[src/rtl/liucfg_pkg.sv]
package liucfg_pkg;

    // ****************************************************************
    // Register map
    // ****************************************************************
    localparam logic [7:0] LIUCFG_ADDR_LINE_TUNING = 8'h80;
    localparam logic [7:0] LIUCFG_ADDR_ARB_PULSE_CTRL = 8'hC0;
    localparam logic [7:0] LIUCFG_LINE_TUNING_RST = 8'h00;
    localparam logic [7:0] LIUCFG_ARB_PULSE_CTRL_RST = 8'h00;
    localparam logic [7:0] LIUCFG_UNMAPPED_READ = 8'h00;

    // ****************************************************************
    // Field positions
    // ****************************************************************
    localparam int LIUCFG_CABLE_SIZE_SEL_HI = 7;
    localparam int LIUCFG_CABLE_SIZE_SEL_LO = 6;
    localparam int LIUCFG_SLICE_THRESHOLD_HI = 3;
    localparam int LIUCFG_SLICE_THRESHOLD_LO = 2;
    localparam int LIUCFG_EQ_GAIN_CUT_HI = 1;
    localparam int LIUCFG_EQ_GAIN_CUT_LO = 0;
    localparam int LIUCFG_E1_CUSTOM_PULSE_EN = 0;

    // ****************************************************************
    // Field encodings
    // ****************************************************************
    localparam logic [1:0] LIUCFG_GAUGE_MIXED = 2'h0;
    localparam logic [1:0] LIUCFG_GAUGE_22 = 2'h1;
    localparam logic [1:0] LIUCFG_GAUGE_24 = 2'h2;
    localparam logic [1:0] LIUCFG_GAUGE_26 = 2'h3;
    localparam logic [1:0] LIUCFG_SLICE_LOWER = 2'h1;
    localparam logic [1:0] LIUCFG_SLICE_RAISE = 2'h2;
    localparam logic [1:0] LIUCFG_EQ_CUT_1DB = 2'h1;
    localparam logic [1:0] LIUCFG_EQ_CUT_3DB = 2'h2;

    // ****************************************************************
    // Channels and loss-of-signal counting
    // ****************************************************************
    localparam int LIUCFG_CHANNELS = 8;
    localparam int LIUCFG_LOS_ZEROS_MIN = 100;
    localparam int LIUCFG_LOS_ZEROS_TYP = 175;
    localparam int LIUCFG_LOS_ZEROS_MAX = 250;
    localparam int LIUCFG_LOS_CNT_W = 8;
    localparam logic [3:0] LIUCFG_PULSE_REG_FIRST = 4'h8;

    // ****************************************************************
    // Host port states
    // ****************************************************************
    typedef enum logic [2:0] {
        LIUCFG_ST_IDLE = 3'b001,
        LIUCFG_ST_READ = 3'b010,
        LIUCFG_ST_WRITE = 3'b100
    } liucfg_state_t;

endpackage

[src/rtl/liucfg_cfg_if.sv]
`timescale 1ns/1ns
`default_nettype none

// Raw register contents travel from the host port to the decoder.
interface liucfg_cfg_if;
    logic [7:0] line_tuning;
    logic [7:0] arb_pulse_ctrl;
    logic line_is_e1;

    modport regs (output line_tuning, output arb_pulse_ctrl, output line_is_e1);
    modport dec (input line_tuning, input arb_pulse_ctrl, input line_is_e1);
endinterface

`default_nettype wire

[src/rtl/liucfg_regs.sv]
`timescale 1ns/1ns
`default_nettype none

module liucfg_regs
    import liucfg_pkg::*;
#(
    parameter int CHANNELS = LIUCFG_CHANNELS,
    parameter int LOS_ZEROS = LIUCFG_LOS_ZEROS_TYP
) (
    input wire logic clk,
    input wire logic rst,
    input wire logic host_cs_n,
    input wire logic host_rd_n,
    input wire logic host_wr_n,
    input wire logic [7:0] host_addr,
    input wire logic [7:0] host_data_in,
    output logic [7:0] host_data_out,
    output logic host_data_oe,
    output logic host_rdy_n,
    input wire logic line_is_e1,
    input wire logic [CHANNELS-1:0] rx_bit_stb,
    input wire logic [CHANNELS-1:0] rx_bit_val,
    output logic [3:0] cable_gauge_sel,
    output logic slice_lower,
    output logic slice_raise,
    output logic eq_cut_1db,
    output logic eq_cut_3db,
    output logic [CHANNELS-1:0] tx_custom_pulse,
    output logic [CHANNELS-1:0] tx_std_pulse,
    output logic [CHANNELS*8-1:0] pulse_reg_base,
    output logic [CHANNELS-1:0] rx_signal_lost
);

    // ****************************************************************
    // Host pin synchronisers
    // ****************************************************************
    logic [2:0] strb_meta_r;
    logic [2:0] strb_sync_r;
    logic cs_act;
    logic rd_act;
    logic wr_act;

    // Strobes come from the host's own timing, so they cross two flops first.
    always_ff @(posedge clk or posedge rst) begin
        if (rst) begin
            strb_meta_r <= 3'h7;
            strb_sync_r <= 3'h7;
        end else begin
            strb_meta_r <= {host_cs_n, host_rd_n, host_wr_n};
            strb_sync_r <= strb_meta_r;
        end
    end

    assign cs_act = ~strb_sync_r[2];
    assign rd_act = ~strb_sync_r[1];
    assign wr_act = ~strb_sync_r[0];

    // ****************************************************************
    // Host access sequencer
    // ****************************************************************
    liucfg_state_t state_r;
    logic [7:0] addr_r;
    logic [7:0] wdata_r;
    logic wr_commit;

    // Address and data are stable long before the synchronised strobe arrives,
    // so they are sampled directly; a short strobe that spans no clock edge is missed.
    always_ff @(posedge clk or posedge rst) begin
        if (rst) begin
            state_r <= LIUCFG_ST_IDLE;
            addr_r <= 8'h00;
            wdata_r <= 8'h00;
        end else begin
            case (state_r)
                LIUCFG_ST_IDLE: begin
                    addr_r <= host_addr;
                    wdata_r <= host_data_in;
                    if (cs_act && rd_act) begin
                        state_r <= LIUCFG_ST_READ;
                    end else if (cs_act && wr_act) begin
                        state_r <= LIUCFG_ST_WRITE;
                    end
                end
                LIUCFG_ST_READ: begin
                    if (!(cs_act && rd_act)) begin
                        state_r <= LIUCFG_ST_IDLE;
                    end
                end
                LIUCFG_ST_WRITE: begin
                    wdata_r <= host_data_in;
                    if (!(cs_act && wr_act)) begin
                        state_r <= LIUCFG_ST_IDLE;
                    end
                end
                default: begin
                    state_r <= LIUCFG_ST_IDLE;
                end
            endcase
        end
    end

    // The write lands when the host lets go of its strobe.
    // Waiting for the release lets the host settle its data late in the strobe,
    // at the cost of two extra cycles per write.
    assign wr_commit = (state_r == LIUCFG_ST_WRITE) && !(cs_act && wr_act);

    // ****************************************************************
    // Registers
    // ****************************************************************
    logic [7:0] line_tuning_r;
    logic [7:0] arb_pulse_ctrl_r;

    // All eight bits of both bytes are stored, reserved ones included.
    always_ff @(posedge clk or posedge rst) begin
        if (rst) begin
            line_tuning_r <= LIUCFG_LINE_TUNING_RST;
            arb_pulse_ctrl_r <= LIUCFG_ARB_PULSE_CTRL_RST;
        end else if (wr_commit) begin
            if (addr_r == LIUCFG_ADDR_LINE_TUNING) begin
                line_tuning_r <= wdata_r;
            end else if (addr_r == LIUCFG_ADDR_ARB_PULSE_CTRL) begin
                arb_pulse_ctrl_r <= wdata_r;
            end
        end
    end

    // Read data, bus drive and ready; unmapped addresses read as zero.
    always_ff @(posedge clk or posedge rst) begin
        if (rst) begin
            host_data_out <= 8'h00;
            host_data_oe <= 1'b0;
            host_rdy_n <= 1'b1;
        end else begin
            host_data_oe <= (state_r == LIUCFG_ST_READ) && cs_act && rd_act;
            host_rdy_n <= (state_r == LIUCFG_ST_IDLE) || wr_commit || !(cs_act && (rd_act || wr_act));
            if (addr_r == LIUCFG_ADDR_LINE_TUNING) begin
                host_data_out <= line_tuning_r;
            end else if (addr_r == LIUCFG_ADDR_ARB_PULSE_CTRL) begin
                host_data_out <= arb_pulse_ctrl_r;
            end else begin
                host_data_out <= LIUCFG_UNMAPPED_READ;
            end
        end
    end

    // ****************************************************************
    // Field decoder
    // ****************************************************************
    liucfg_cfg_if cfg_bus ();

    assign cfg_bus.line_tuning = line_tuning_r;
    assign cfg_bus.arb_pulse_ctrl = arb_pulse_ctrl_r;
    assign cfg_bus.line_is_e1 = line_is_e1;

    // Receive selects stay static between writes, pulse selects also follow line_is_e1; all follow one edge after the register.
    liucfg_decode #(.CHANNELS(CHANNELS)) u_decode (
        .clk(clk),
        .rst(rst),
        .cfg(cfg_bus),
        .gauge_onehot_r(cable_gauge_sel),
        .slice_lower_r(slice_lower),
        .slice_raise_r(slice_raise),
        .eq_cut_1db_r(eq_cut_1db),
        .eq_cut_3db_r(eq_cut_3db),
        .custom_pulse_r(tx_custom_pulse),
        .std_pulse_r(tx_std_pulse)
    );

    // Each channel's shape registers start at offset n8; the channel logic reads n8 through nF.
    always_ff @(posedge clk or posedge rst) begin
        if (rst) begin
            pulse_reg_base <= '0;
        end else begin
            for (int ch = 0; ch < CHANNELS; ch++) begin
                pulse_reg_base[ch*8 +: 8] <= {ch[3:0], LIUCFG_PULSE_REG_FIRST};
            end
        end
    end

    // ****************************************************************
    // T1 loss-of-signal zero counters
    // ****************************************************************
    localparam logic [LIUCFG_LOS_CNT_W-1:0] LOS_LIMIT = LIUCFG_LOS_CNT_W'(LOS_ZEROS);
    logic [LIUCFG_LOS_CNT_W-1:0] zero_cnt_r [CHANNELS];

    // A one ends the run; the counter saturates at the limit so it cannot wrap and clear loss.
    always_ff @(posedge clk or posedge rst) begin
        if (rst) begin
            for (int ch = 0; ch < CHANNELS; ch++) begin
                zero_cnt_r[ch] <= '0;
            end
            rx_signal_lost <= '0;
        end else begin
            for (int ch = 0; ch < CHANNELS; ch++) begin
                if (line_is_e1) begin
                    zero_cnt_r[ch] <= '0;
                    rx_signal_lost[ch] <= 1'b0;
                end else if (rx_bit_stb[ch]) begin
                    if (rx_bit_val[ch]) begin
                        zero_cnt_r[ch] <= '0;
                        rx_signal_lost[ch] <= 1'b0;
                    end else if (zero_cnt_r[ch] < LOS_LIMIT) begin
                        zero_cnt_r[ch] <= zero_cnt_r[ch] + 1'b1;
                        rx_signal_lost[ch] <= (zero_cnt_r[ch] + 1'b1 == LOS_LIMIT);
                    end
                end
            end
        end
    end

endmodule

`default_nettype wire

[src/rtl/liucfg_decode.sv]
`timescale 1ns/1ns
`default_nettype none

module liucfg_decode
    import liucfg_pkg::*;
#(
    parameter int CHANNELS = LIUCFG_CHANNELS
) (
    input wire logic clk,
    input wire logic rst,
    liucfg_cfg_if.dec cfg,
    output logic [3:0] gauge_onehot_r,
    output logic slice_lower_r,
    output logic slice_raise_r,
    output logic eq_cut_1db_r,
    output logic eq_cut_3db_r,
    output logic [CHANNELS-1:0] custom_pulse_r,
    output logic [CHANNELS-1:0] std_pulse_r
);

    // Turns a two-bit field into a one-hot select.
    function automatic logic [3:0] onehot2(input logic [1:0] code);
        onehot2 = 4'h1 << code;
    endfunction

    logic [1:0] gauge_code;
    logic [1:0] slice_code;
    logic [1:0] eq_code;
    logic custom_on;

    // Field extraction from the raw bytes.
    assign gauge_code = {cfg.line_tuning[LIUCFG_CABLE_SIZE_SEL_HI], cfg.line_tuning[LIUCFG_CABLE_SIZE_SEL_LO]};
    assign slice_code = {cfg.line_tuning[LIUCFG_SLICE_THRESHOLD_HI], cfg.line_tuning[LIUCFG_SLICE_THRESHOLD_LO]};
    assign eq_code = {cfg.line_tuning[LIUCFG_EQ_GAIN_CUT_HI], cfg.line_tuning[LIUCFG_EQ_GAIN_CUT_LO]};
    assign custom_on = cfg.arb_pulse_ctrl[LIUCFG_E1_CUSTOM_PULSE_EN] & cfg.line_is_e1;

    // Receive path selects; codes 00 and 11 both leave slicer and gain at normal.
    always_ff @(posedge clk or posedge rst) begin
        if (rst) begin
            gauge_onehot_r <= 4'h1;
            slice_lower_r <= 1'b0;
            slice_raise_r <= 1'b0;
            eq_cut_1db_r <= 1'b0;
            eq_cut_3db_r <= 1'b0;
        end else begin
            gauge_onehot_r <= onehot2(gauge_code);
            slice_lower_r <= (slice_code == LIUCFG_SLICE_LOWER);
            slice_raise_r <= (slice_code == LIUCFG_SLICE_RAISE);
            eq_cut_1db_r <= (eq_code == LIUCFG_EQ_CUT_1DB);
            eq_cut_3db_r <= (eq_code == LIUCFG_EQ_CUT_3DB);
        end
    end

    // Transmit pulse source, the same for all channels; only bit 0 of the control byte counts.
    always_ff @(posedge clk or posedge rst) begin
        if (rst) begin
            custom_pulse_r <= '0;
            std_pulse_r <= '1;
        end else begin
            custom_pulse_r <= {CHANNELS{custom_on}};
            std_pulse_r <= {CHANNELS{~custom_on}};
        end
    end

endmodule

`default_nettype wire

[config.mk]
export PLATFORM = sky130hd
export DESIGN_NAME = liucfg_regs
export DESIGN_NICKNAME = d
export VERILOG_FILES = /design/src/rtl/liucfg_pkg.sv /design/src/rtl/liucfg_cfg_if.sv /design/src/rtl/liucfg_regs.sv /design/src/rtl/liucfg_decode.sv
export SDC_FILE = /design/constraint.sdc
export NUM_CORES = 1
export LEC_CHECK = 0
export ABC_AREA = 1
export BUFFER_PORTS_ARGS = -buffer_cell sky130_fd_sc_hd__buf_4
export CAP_MARGIN = 20
export CORE_UTILIZATION = 56
export CTS_CLUSTER_SIZE = 12
export DETAILED_ROUTE_END_ITERATION = 10
export PLACE_DENSITY = 0.8
export SKIP_CTS_REPAIR_TIMING = 1
export SLEW_MARGIN = 25
export SYNTH_ARGS = -nofsm -noshare
export SYNTH_HDL_FRONTEND = slang
export SYNTH_SLANG_ARGS = --single-unit
[constraint.sdc]
create_clock -name clk -period 5.25 [get_ports clk]
set_input_delay 1.05 -clock clk [delete_from_list [all_inputs] [get_ports clk]]
set_output_delay 1.05 -clock clk [all_outputs]
set_load 0.005 [all_outputs]
# After elaboration in Yosys (flattened, before gate mapping)
# Cells that the tools add are included.
# classes
n_addsub	8
order_cmp	8
n_eq_ne	20
shifts	1
mux	71
n_bitwise	6
reduce_logical	39
# ops
cell	count
2-to-1 mux 8 bit	34
equality test 8 bit (second input constant)	10
adder 8 x 1 -> 8 bit (second input constant)	8
less-than comparator 8 bit (second input constant)	8
2-to-1 mux 1 bit	32
nonzero test 3 bit	8
AND reduction 2 bit	9
nonzero test 2 bit	8
2-to-1 mux 3 bit	4
case mux 3 bit (3 select lines)	1
logical AND 1 bit	6
AND reduction 3 bit	2
NOT 1 bit	5
equality test 2 x 1 -> 1 bit (second input constant)	2
equality test 2 bit (second input constant)	2
!= test 2 bit (second input constant)	2
left shift 1 x 2 -> 4 bit (first input constant)	1
equality test 3 x 1 -> 1 bit (second input constant)	1
equality test 3 x 2 -> 1 bit (second input constant)	1
equality test 3 bit (second input constant)	1
logical OR 1 bit	3
!= test 3 bit (second input constant)	1
zero test 1 bit	2
OR reduction 2 bit	1
bitwise AND 1 bit	1
# word_totals
reg_bits	134
in_bits	38
out_inout_bits	106

# Depth between registers and ports, before layout
# Gate-level depths: netlist of run 1.
# depth
word_depth	6
ltp_mapped	11
ltp_nobuf	11

# Modules after synthesis
# Synthesis of run 1 repeated with hierarchy kept, for this count alone.
# hier_totals
cells_unflattened	971
hier_area_um2	7657.3
# by_module_without_submodules
module	instances	cells_per_inst	area_each_um2	seq_area_each_um2
liucfg_regs	1	929	7231.9	3113.0
liucfg_decode	1	42	425.4	252.7

# Least setup slack after synthesis of run 1
# OpenSTA, ideal clock, no wires.
# synth_path
path_type	input to register
start	input port line_is_e1
end	register zero_cnt_r[47] in the netlist's numbering
setup_time_ns	0.126
arrival_time_ns	1.773
setup_slack_ns	3.351
cell_stages	5
n_path_buf	1
cell_sequence	or2_2 > a21boi_2 > buf_2 > nand2_1 > o21ai_0
# synth_via
elab_chain_len	2
elab_cells_between_ends	4
cone_classes	mux: 1; reduce/logical: 3
# synth_lines
item	line_no	source
from (decl)	liucfg_regs.sv:20	input wire logic line_is_e1,
nonzero test 3 bit (no line) / nonzero test 2 bit (equally long branches)	n/a	
AND reduction 2 bit (no line)	n/a	
to (signal, indexed assignment)	liucfg_regs.sv:203	zero_cnt_r[ch] <= zero_cnt_r[ch] + 1'b1;
to (decl)	liucfg_regs.sv:184	logic [LIUCFG_LOS_CNT_W-1:0] zero_cnt_r [CHANNELS];
# Several ways; a longest one is shown, not always the timed one.
# A chain may end at the register's enable or synchronous reset.

# Worst setup path after layout of run 1
# layout_path
start	register pulse_reg_base[3] (netlist name)
end	output port pulse_reg_base[53]
# layout_lines
item	line_no	source
to (decl)	liucfg_regs.sv:30	output logic [CHANNELS*8-1:0] pulse_reg_base,
# No word-level cell between the ends.

==> results of run 1 <==
## routing by layer
metal  track usage (%)  share of wire [%]  vias to the layer above
met5                 0                  0                        -
met4              7.59                1.2                        0
met3              6.70                6.0                       20
met2              38.5                 49                      180
met1              28.7                 44                     2922
li1                  -                  -                     3176
## path summary, 6_finish.rpt
kind	from	end
worst max-delay path	pulse_reg_base[3]$_DFF_PP0_	pulse_reg_base[53]
worst max register to register	state_r[0]$_DFFE_PP1P_	wdata_r[5]$_DFFE_PP0P_
max in group asynchronous	rst	u_decode.std_pulse_r[0]$_DFF_PP1_
worst min register to register	strb_meta_r[0]$_DFF_PP1_	strb_sync_r[0]$_DFF_PP1_
min in group asynchronous	rst	u_decode.gauge_onehot_r[2]$_DFF_PP0_
worst min-delay path	strb_meta_r[0]$_DFF_PP1_	strb_sync_r[0]$_DFF_PP1_
## cells by family after synthesis
kind of cell             count (synthesis)  synth area share (%)
multiplexers                             8                  1.17
XOR/XNOR                                 9                  1.02
buffers and inverters                  212                  15.1
AO/OA/AOI/OAI                          130                  9.65
AND/OR/NAND/NOR                        477                  26.6
other                                    2                0.0976
flip-flops                             134                  43.8
adder cells (fa/ha/maj)                 16                  2.60
## Yosys cell counts (2+ instances only)
cell type,n,area [µm²]
a21boi_2,5,56.3
a21oi_1,19,95.1
buf_2,5,25.0
buf_4,80,601
buf_6,8,90.1
clkbuf_1,2,7.51
conb_1,2,7.51
dfrtp_1,124,3100
dfstp_2,10,263
ha_1,16,200
inv_1,116,435
mux2_2,8,90.1
nand2_1,249,935
nand2_2,3,18.8
nand3_1,69,345
nand3b_1,3,22.5
nand4_1,15,93.8
nor2_1,95,357
nor2_4,3,33.8
nor3_1,29,145
o21ai_0,77,385
o21ai_1,8,40.0
o21ai_2,5,43.8
o21bai_1,6,45.0
o22ai_1,8,50.1
or2_2,7,43.8
xnor2_1,2,17.5
xor2_1,7,61.3
## placed cells by master (no fill, tap or decap), types with 7 or more instances in the layout
cell type and count:
a21oi_1 19, buf_4 100, clkbuf_16 17, conb_1 45
dfrtp_1 124, dfstp_2 10, ha_1 16, inv_1 115
mux2_2 8, nand2_1 249, nand3_1 69, nand4_1 15
nor2_1 95, nor3_1 29, o21ai_0 77, o21ai_1 8
o22ai_1 8, or2_2 7, xor2_1 7
## stage by stage
stage	setup slack [ns]	std cells	hold WS, ns	cell area [µm²]
after floorplan	0.634	1031	0.345	7850
after global placement	2.58	1212	0.346	8110
after detailed placement	2.52	1212	0.347	8110
after CTS	2.89	1244	0.356	8660
after global routing	2.76	1244	0.357	8660
final	2.92	1244	0.355	8660
## power by group through the flow
| stage | sequential [W] | combinational, W | clock, W |
|---|---|---|---|
| CTS | 0.00125 | 0.000409 | 0.00113 |
| detailed placement | 0.00127 | 0.000405 | 0 |
| finish | 0.00125 | 0.000404 | 0.00112 |
| global placement | 0.00127 | 0.000395 | 0 |
| global route | 0.00127 | 0.000463 | 0.00118 |
| floorplan | 0.00125 | 0.000328 | 0 |
## final cells by class
| class | count | area (µm²) |
|---|---|---|
| Clock buffer | 20 | 437 |
| Clock inverter | 12 | 120 |
| Fill cell | 1130 | 4630 |
| Inverter | 117 | 444 |
| Multi-Input combinational cell | 685 | 3320 |
| Sequential cell | 134 | 3370 |
| Tap cell | 176 | 220 |
| Timing Repair Buffer | 100 | 751 |
## registers in the layout, summed over array words and instances (netlist names)
signal,cells
u_decode.eq_cut_3db_r,1
pulse_reg_base,1
u_decode.slice_lower_r,1
u_decode.custom_pulse_r,1
strb_sync_r,3
u_decode.std_pulse_r,1
u_decode.slice_raise_r,1
arb_pulse_ctrl_r,8
rx_signal_lost,8
host_rdy_n,1
u_decode.gauge_onehot_r,4
strb_meta_r,3
host_data_out,8
zero_cnt_r,64
state_r,3
addr_r,8
u_decode.eq_cut_1db_r,1
wdata_r,8
cfg_bus.line_tuning,8
host_data_oe,1
==> key figures, run 1 <==
Floorplan
  • Initial Util: 57.8%
  • Total die area: ~0.014 mm²
  • I/O pin count: around 140
  • Die Y: around 120 µm
  • Core Region: 0.0133 mm²
  • Die span in x: 119 µm
  • Row cnt: 42

Timing
  • # setup viols final: 0
  • Slew margin rel.: between 40% and 50%
  • Hold Vio Cnt, Final: 0
  • Slew @ Worst Pin: ~0.85 ns
  • Clock Skew: approximately 0.0062 ns
  • Final period util: approximately 44%
  • Slew Limit Fails: 0
  • Fmax achieved: 430 MHz
  • RSZ-0062 raised after global routing: no
  • Setup TNS: 0 ns
  • Final Critical Period: 2.33 ns

CTS
  • Clock edge transition at the registers on the reported setup and hold paths: roughly 0.060 ns
  • # clock sinks: 134
  • Longest Clk Path Bufs: 2
  • Cts bufs inserted: 17
  • H-tree depth: 4
  • Root Buffer: clkbuf_16
  • Worst-skew pair later-pin latency: 0.42 ns
  • CTS tree: done

Placed design
  • Dpl hpwl: ~11 mm
  • PortBufs: 99
  • Routability congestion estimate: approximately 0.87

Power and ir drop
  • Sw Share: 28.0%
  • Sequential Power Share: roughly 45%
  • Power Dens Cells: 320 mW/mm²
  • Sw Pwr: approximately 0.00078 W
  • Total power: about 0.0028 W
  • Leakage Power: ~4.2 nW
  • P_int: 0.00200 W
  • Max rail drop VDD: between 200 and 300 µV
  • Combinational group share of total power: 14.6%
  • Clock share of power: approximately 40%

Worst setup path
  • CP Depth: 1
  • Largest stage delay, worst path: around 0.65 ns
  • CP Launch Type: flip-flop
  • Worst setup EP type: primary output
  • Register-to-Register Path Depth: 4
  • Family with the most delay on the worst path: flip-flops
  • Critical-path maximum fanout: 20
  • CP arrival: about 1.3 ns
  • Register-to-register setup slack: roughly 3.3 ns
  • CP bufs+invs: 1
  • CP Data Required Time: approximately 4.2 ns
  • WS Path Type: flip-flop to primary output
  • Crit-path slowest cell: dfrtp_1
  • Cell Chain, Critical Path: buf_4

Cells and area
  • Final Util: 65.2%
  • Nets@finish: about 1100
  • Synth-to-Final Area Change: 12.6%
  • N_diodes: 0
  • Share of cells above drive strength 1: about 16%

Synthesis
  • Sequential element share of the synthesized area: between 40 and 50%
  • Ys async rst share: 100%
  • Netlist Area Pre-Place: ~0.0077 mm²
  • Synthesis-stage register bit count: ~130
  • Synth warn: 0
  • Post-synth EDFFs: 0
  • Top_reg_cell synth: dfrtp_1
  • Syn_area_per_cell: ~7.8 µm²
  • Syn Inst Count: between 900 and 1000
  • Synth unique cells: 35

Routing
  • Routed vias: around 6300
  • Drt pass-1 iters: 6
  • Final ANT Viol Nets: 0
  • WL/cell: ~12 µm
  • Via-to-Cell Ratio: slightly above 5
  • DRC violations left: 0
  • 1st-iter DRT viols: just over 500
  • Final WL: around 15 mm

Global route
  • Number of global-route vias before repair: 5927
  • Initial antenna violation count: 0
  • Largest net degree at the start of global routing: between 100 and 150
  • First-pass GRT wire length: approximately 26 mm
  • Total gr overflow: 0
  • Gr usage total: between 20% and 30%

Worst hold path
  • Worst Hold Path Cells: 0
  • Hold Path Class: flip-flop to flip-flop

Job
  • Maximum Capacitance Violations: 0

Status
  • Status: finished clean
No activity file was read; power rests on OpenSTA's default activity.
==> inputs of run 2 (changes only) <==
==> constraint.sdc (replaced) <==
create_clock -name clk -period 2.29 [get_ports clk]
set_input_delay 0.458 -clock clk [delete_from_list [all_inputs] [get_ports clk]]
set_output_delay 0.458 -clock clk [all_outputs]
set_load 0.005 [all_outputs]
==> run 2 against run 1 <==
Compared with the run above: sequential share of layout area decreased by 0.56 points; largest cell class unchanged; clock power increased to 2.6 times the previous value; worst setup slack worse by 2.6 ns; first-iteration DRC count grew 16%; flip-flop and latch count did not move; total power rose by 140%; combinational power rose by 140%; die area unchanged; critical path depth is 8 higher; utilization is 0.95 points higher; critical endpoint is now zero_cnt_r[45]$_DFFE_PP0P_; count of clock-buffer cells in the layout fell by 3; sequential power rose by 130%.
==> key figures, run 2 (same netlist as run 1, synthesis figures left out) <==
Status
  • Status: finished clean

Timing
  • Hold Vio Cnt, Final: 0 (unchanged)
  • Fmax achieved: 510 MHz
  • Final period util: 85.7%
  • # setup viols final: 0 (unchanged)
  • Final WS setup: 0.328 ns (-2.60 ns)
  • Final Critical Period: 1.96 ns
  • Slew Limit Fails: 0 (unchanged)
  • Clock Skew: 0.0136 ns (+0.00746 ns)
  • Slew @ Worst Pin: 0.530 ns (-0.323 ns)
  • Slew margin rel.: 64.5% (+21 points)
  • Setup TNS: 0 ns (unchanged)
  • RSZ-0062 raised after global routing: no

Global route
  • Largest net degree at the start of global routing: 60 (-42%)
  • Number of global-route vias before repair: 5810 (-2.0%)
  • Gr usage total: 23.1% (+0.034 points)
  • Initial antenna violation count: 0 (unchanged)
  • First-pass GRT wire length: 26.3 mm (-0.39%)
  • Total gr overflow: 0 (unchanged)

Cells and area
  • Commonest non-fill, non-tap cell in the layout: nand2_1
  • Synth-to-Final Area Change: 14.3%
  • Nets@finish: 1115 (+0.54%)
  • Most frequent cells in the layout: 249 x nand2_1, 124 x dfrtp_1, 115 x inv_1
  • Number of flip-flops in the largest register: 64 (unchanged)
  • Fill count: 1098 (-2.8%)
  • Largest reg by FF count: zero_cnt_r
  • N_diodes: 0 (unchanged)
  • Final Util: 66.1% (+0.95 points)
  • Share of cells above drive strength 1: 17.1% (+0.65 points)

Floorplan
  • I/O pin count: 144 (unchanged)
  • Total die area: 0.0142 mm² (unchanged)
  • Die span in x: 119 µm (unchanged)
  • Core Region: 0.0133 mm² (unchanged)
  • Initial Util: 57.8% (unchanged)
  • Die Y: 119 µm (unchanged)
  • Row cnt: 42 (unchanged)

Worst hold path
  • Hold Path Class: input pin to flip-flop

Routing
  • Final WL: 15.5 mm (+0.30%)
  • Routed vias: 6374 (+1.2%)
  • Final ANT Viol Nets: 0 (unchanged)
  • Via-to-Cell Ratio: 5.10 (+0.72%)
  • 1st-iter DRT viols: 589 (+16%)
  • WL/cell: 12.4 µm (-0.18%)
  • DRC violations left: 0 (unchanged)
  • Drt pass-1 iters: 6 (unchanged)

Power and ir drop
  • Power Dens Cells: 765 mW/mm² (+140%)
  • Clock share of power: 42.8% (+2.5 points)
  • P_int: 0.00477 W (+140%)
  • Max rail drop VDD: 679 µV (+150%)
  • Sw Share: 29.1% (+1.1 points)
  • Sw Pwr: 0.00195 W (+150%)
  • Leakage Power: 4.27 nW (+1.7%)
  • Combinational group share of total power: 14.3% (-0.3 points)
  • Sequential Power Share: 42.9% (-2.3 points)

Placed design
  • Routability congestion estimate: 0.887 (+1.8%)
  • PortBufs: 99 (unchanged)
  • Setup slack at placement: 0.358 ns (-2.17 ns)
  • Dpl hpwl: 10.5 mm (-0.94%)

Worst setup path
  • CP arrival: 2.28 ns (+1.00 ns)
  • End of the critical path: zero_cnt_r[45]$_DFFE_PP0P_
  • Register-to-Register Path Depth: 9 (+5)
  • Worst setup EP type: flip-flop
  • CP Launch Type: flip-flop
  • Critical-path maximum fanout: 14 (-30%)
  • Reg-to-reg startpoint: zero_cnt_r[41]$_DFFE_PP0P_
  • CP Data Required Time: 2.60 ns (-1.60 ns)
  • Register-to-register setup slack: 0.33 ns (-2.92 ns)
  • Worst Setup SP: zero_cnt_r[41]$_DFFE_PP0P_
  • WS Path Type: flip-flop to flip-flop
  • R2R Path End: zero_cnt_r[45]$_DFFE_PP0P_

Job
  • Maximum Capacitance Violations: 0 (unchanged)

CTS
  • Longest Clk Path Bufs: 2 (unchanged)
  • CTS tree: done
  • H-tree depth: 4 (unchanged)
  • Root Buffer: clkbuf_16
  • Worst-skew pair later-pin latency: 0.43 ns (about the same)
  • Clock edge transition at the registers on the reported setup and hold paths: 0.07 ns (about the same)
  • Cts bufs inserted: 17 (unchanged)
  • # clock sinks: 134 (unchanged)
run 2: stage by stage:
| stage | total power (W) | hold slack (ns) | instance area (µm²) | instances |
|---|---|---|---|---|
| after global routing | 0.00703 | 0.119 | 8790 | 1250 |
| after global placement | 0.00383 | 0.347 | 8150 | 1217 |
| after floorplan | 0.00362 | 0.345 | 7860 | 1031 |
| after CTS | 0.00677 | -0.0655 | 8780 | 1249 |
| after detailed placement | 0.00386 | 0.348 | 8150 | 1217 |
| final | 0.00672 | 0.132 | 8790 | 1250 |
run 2: per-layer routing:
layer / global-route usage [%] / share of wire (%) / vias to the layer above
met1: 29.9 / 44 / 2962
li1: - / - / 3191
met3: 5.65 / 5.3 / 25
met2: 37.2 / 49 / 196
met5: 0 / 0 / -
met4: 9.26 / 1.7 / 0
run 2: worst min path at each step:
stage | endpoint | depth (start not counted) | startpoint | slack (ns)
finish | strb_meta_r[2]$_DFF_PP1_ | 1 | host_cs_n | 0.13
global route | strb_meta_r[1]$_DFF_PP1_ | 1 | host_rd_n | 0.12
CTS | addr_r[1]$_DFFE_PP0P_ | 2 | rst | -0.07
detailed placement | strb_sync_r[0]$_DFF_PP1_ | 0 | strb_meta_r[0]$_DFF_PP1_ | 0.35
global placement | strb_sync_r[1]$_DFF_PP1_ | 0 | strb_meta_r[1]$_DFF_PP1_ | 0.35
floorplan | strb_sync_r[0]$_DFF_PP1_ | 0 | strb_meta_r[0]$_DFF_PP1_ | 0.35
run 2: area by class of cell:
class                   instances  area [µm²]  area share, %
inverters                     117         443           5.04
clock buffers                  17         425           4.84
multi-input cells             685        3320           37.8
repair buffers                106         811           9.23
well taps                     176         220           2.51
flip-flops and latches        134        3370           38.3
clock inverters                15         199           2.26
run 2: critical path, cell delays in order, from the launching register on:
cell	delay [ns]
dfrtp_1	0.43
ha_1	0.26
nand2_1	0.11
nor2_1	0.07
nand3_1	0.07
nand2_1	0.10
a21boi_2	0.46
inv_1	0.16
nand2_1	0.09
o21ai_0	0.07
run 2: power by group through the flow:
| stage | combinational, W | clock (W) | sequential, W |
|---|---|---|---|
| CTS | 0.000967 | 0.00292 | 0.00288 |
| global route | 0.00108 | 0.00303 | 0.00292 |
| floorplan | 0.000752 | 0 | 0.00287 |
| global placement | 0.000926 | 0 | 0.00291 |
| detailed placement | 0.000947 | 0 | 0.00292 |
| finish | 0.000958 | 0.00288 | 0.00288 |
==> inputs of run 3 (changes only) <==
--- a/config.mk
+++ b/config.mk
@@ -6,7 +6,7 @@
 export NUM_CORES = 1
 export LEC_CHECK = 0
 export ABC_AREA = 1
-export BUFFER_PORTS_ARGS = -buffer_cell sky130_fd_sc_hd__buf_4
+export BUFFER_PORTS_ARGS = -buffer_cell sky130_fd_sc_hd__buf_2
 export CAP_MARGIN = 20
 export CORE_UTILIZATION = 56
 export CTS_CLUSTER_SIZE = 12
==> run 3 against run 2 <==
Compared with the run above: fmax rose by 2.1%; total power fell by 5.0%; combinational power fell by 5.5%; highest routed layer unchanged; clock skew fell by 0.0065 ns; non-clock buffer count rose by 3; routed wire length fell by 1.2%; clock power fell by 9.7%; die area did not move; global-route usage fell by 0.12 points.
==> key figures, run 3 (same netlist as run 1, synthesis figures left out) <==
Status
  • Status: finished clean

Placed design
  • Cell Area, Placed: 0.00793 mm² (-2.8%)
  • PortBufs: 99 (unchanged)
  • Routability congestion estimate: 0.911 (+2.7%)
  • Dpl hpwl: 10.6 mm (+1.4%)
  • Setup slack at placement: 0.244 ns (-0.114 ns)

Floorplan
  • I/O pin count: 144 (unchanged)
  • Die span in x: 119 µm (unchanged)
  • Initial Util: 57.8% (unchanged)
  • Total die area: 0.0142 mm² (unchanged)
  • Die Y: 119 µm (unchanged)
  • Core Region: 0.0133 mm² (unchanged)
  • Row cnt: 42 (unchanged)

Routing
  • Routed vias: 6299 (-1.2%)
  • Drt pass-1 iters: 5 (-1)
  • 1st-iter DRT viols: 552 (-6.3%)
  • WL/cell: 12.2 µm (-1.5%)
  • Final ANT Viol Nets: 0 (unchanged)
  • DRC violations left: 0 (unchanged)
  • Final WL: 15.3 mm (-1.2%)
  • Via-to-Cell Ratio: 5.03 (-1.4%)

Timing
  • Slew margin rel.: 60.1% (-4.4 points)
  • Setup TNS: 0 ns (unchanged)
  • Final WS setup: 0.369 ns (+0.0408 ns)
  • # setup viols final: 0 (unchanged)
  • Hold Vio Cnt, Final: 0 (unchanged)
  • Slew Limit Fails: 0 (unchanged)
  • Final period util: 83.9% (-1.8 points)
  • Final Critical Period: 1.92 ns (-0.0408 ns)
  • RSZ-0062 raised after global routing: no
  • Slew @ Worst Pin: 0.598 ns (+0.0685 ns)
  • Clock Skew: 0.00711 ns (-0.00652 ns)
  • Fmax achieved: 521 MHz (+2.1%)

Power and ir drop
  • Sequential Power Share: 45.1% (+2.2 points)
  • Max rail drop VDD: 676 µV (-0.44%)
  • Sw Share: 29.9% (+0.83 points)
  • Combinational group share of total power: 14.2% (about the same)
  • P_int: 0.00447 W (-6.2%)
  • Power Dens Cells: 751 mW/mm² (-1.8%)
  • Sw Pwr: 0.00191 W (-2.3%)
  • Clock share of power: 40.7% (-2.1 points)
  • Leakage Power: 4.18 nW (-2.1%)

Worst hold path
  • Worst Hold Path Cells: 1 (unchanged)
  • Hold Path Class: input pin to flip-flop
  • WHS Endpoint: strb_meta_r[1]$_DFF_PP1_
  • Min-delay src: host_rd_n

CTS
  • CTS tree: done
  • H-tree depth: 4 (unchanged)
  • Clock edge transition at the registers on the reported setup and hold paths: 0.06 ns (about the same)
  • Longest Clk Path Bufs: 2 (unchanged)
  • Cts bufs inserted: 17 (unchanged)
  • Worst-skew pair later-pin latency: 0.43 ns (about the same)
  • # clock sinks: 134 (unchanged)
  • Root Buffer: clkbuf_16

Worst setup path
  • Family with the most delay on the worst path: compound AO/OA/AOI/OAI gates
  • Most numerous cell on the critical path: nand2_1
  • Largest stage delay, worst path: 0.44 ns (-0.02 ns)
  • CP arrival: 2.23 ns (-0.05 ns)
  • Reg-to-reg startpoint: zero_cnt_r[25]$_DFFE_PP0P_
  • Worst Setup SP: zero_cnt_r[25]$_DFFE_PP0P_
  • CP Data Required Time: 2.60 ns (about the same)
  • R2R Path End: zero_cnt_r[29]$_DFFE_PP0P_
  • CP Launch Type: flip-flop
  • Register-to-register setup slack: 0.37 ns (+0.04 ns)
  • Crit-path slowest cell: dfrtp_1
  • Worst setup EP type: flip-flop
  • WS Path Type: flip-flop to flip-flop
  • Critical-path maximum fanout: 13 (-1)
  • Cell Chain, Critical Path: ha_1, nand2_1, nor2_1, nand3_1, nand2_1, a21boi_2, inv_1, nand2_1, o21ai_1
  • Register-to-Register Path Depth: 9 (unchanged)
  • CP bufs+invs: 1 (unchanged)

Job
  • Maximum Capacitance Violations: 0 (unchanged)

Global route
  • Gr usage total: 23.0% (-0.12 points)
  • Total gr overflow: 0 (unchanged)
  • First-pass GRT wire length: 25.9 mm (-1.7%)
  • Largest net degree at the start of global routing: 103 (+72%)
  • Number of global-route vias before repair: 5660 (-2.6%)
  • Initial antenna violation count: 0 (unchanged)

Cells and area
  • N_diodes: 0 (unchanged)
  • Commonest non-fill, non-tap cell in the layout: nand2_1
  • Nets@finish: 1118 (+0.27%)
  • Most frequent cells in the layout: 249 x nand2_1, 124 x dfrtp_1, 115 x inv_1
  • Share of cells above drive strength 1: 17.3% (+0.14 points)
  • Post-Layout Inst Area: 0.00850 mm² (-3.3%)
  • Largest reg by FF count: zero_cnt_r
  • Number of flip-flops in the largest register: 64 (unchanged)
  • Synth-to-Final Area Change: 10.5%
-- run 3: cell count changes in the layout (fill, tap and decap cells not counted), moves of 2 or more --
cell,before,now
buf_2,0,99
buf_4,104,8
bufinv_16,2,0
clkinvlp_4,1,3
inv_8,7,5
-- run 3: area by class of cell --
class	instances	area, µm²
Clock buffer	18	429
Clock inverter	14	133
Fill cell	1127	4790
Inverter	117	443
Multi-Input combinational cell	685	3320
Sequential cell	134	3370
Tap cell	176	220
Timing Repair Buffer	109	586
-- run 3: per-stage QoR --
step	power (W)	instances	utilization, %	hold WS, ns
floorplan	0.00362	1031	-	0.345
global placement	0.00377	1220	59.6	0.346
detailed placement	0.00382	1220	59.6	0.347
CTS	0.00643	1252	63.9	-0.0893
global route	0.00669	1253	63.9	0.110
finish	0.00638	1253	63.9	0.122
-- run 3: how the worst max path moves through the flow --
stage	end	depth (start not counted)
floorplan	addr_r[0]$_DFFE_PP0P_	1
global placement	zero_cnt_r[41]$_DFFE_PP0P_	6
detailed placement	zero_cnt_r[41]$_DFFE_PP0P_	6
CTS	zero_cnt_r[29]$_DFFE_PP0P_	9
global route	zero_cnt_r[29]$_DFFE_PP0P_	9
finish	zero_cnt_r[29]$_DFFE_PP0P_	9
-- run 3: power by group through the flow --
stage	clock [W]	sequential, W	combinational (W)
final	0.00260	0.00288	0.000905
after CTS	0.00264	0.00288	0.000912
after global routing	0.00274	0.00291	0.00104
after detailed placement	0	0.00292	0.000903
after floorplan	0	0.00287	0.000752
after global placement	0	0.00290	0.000872
-- run 3: metal layers --
layer  up-vias  share of wire [%]  track usage, %
met5         -                  0               0
met4         0                2.3            10.9
met3        28                4.7            4.31
met2       193                 49            37.4
met1      2881                 44            29.6
li1       3197                  -               -
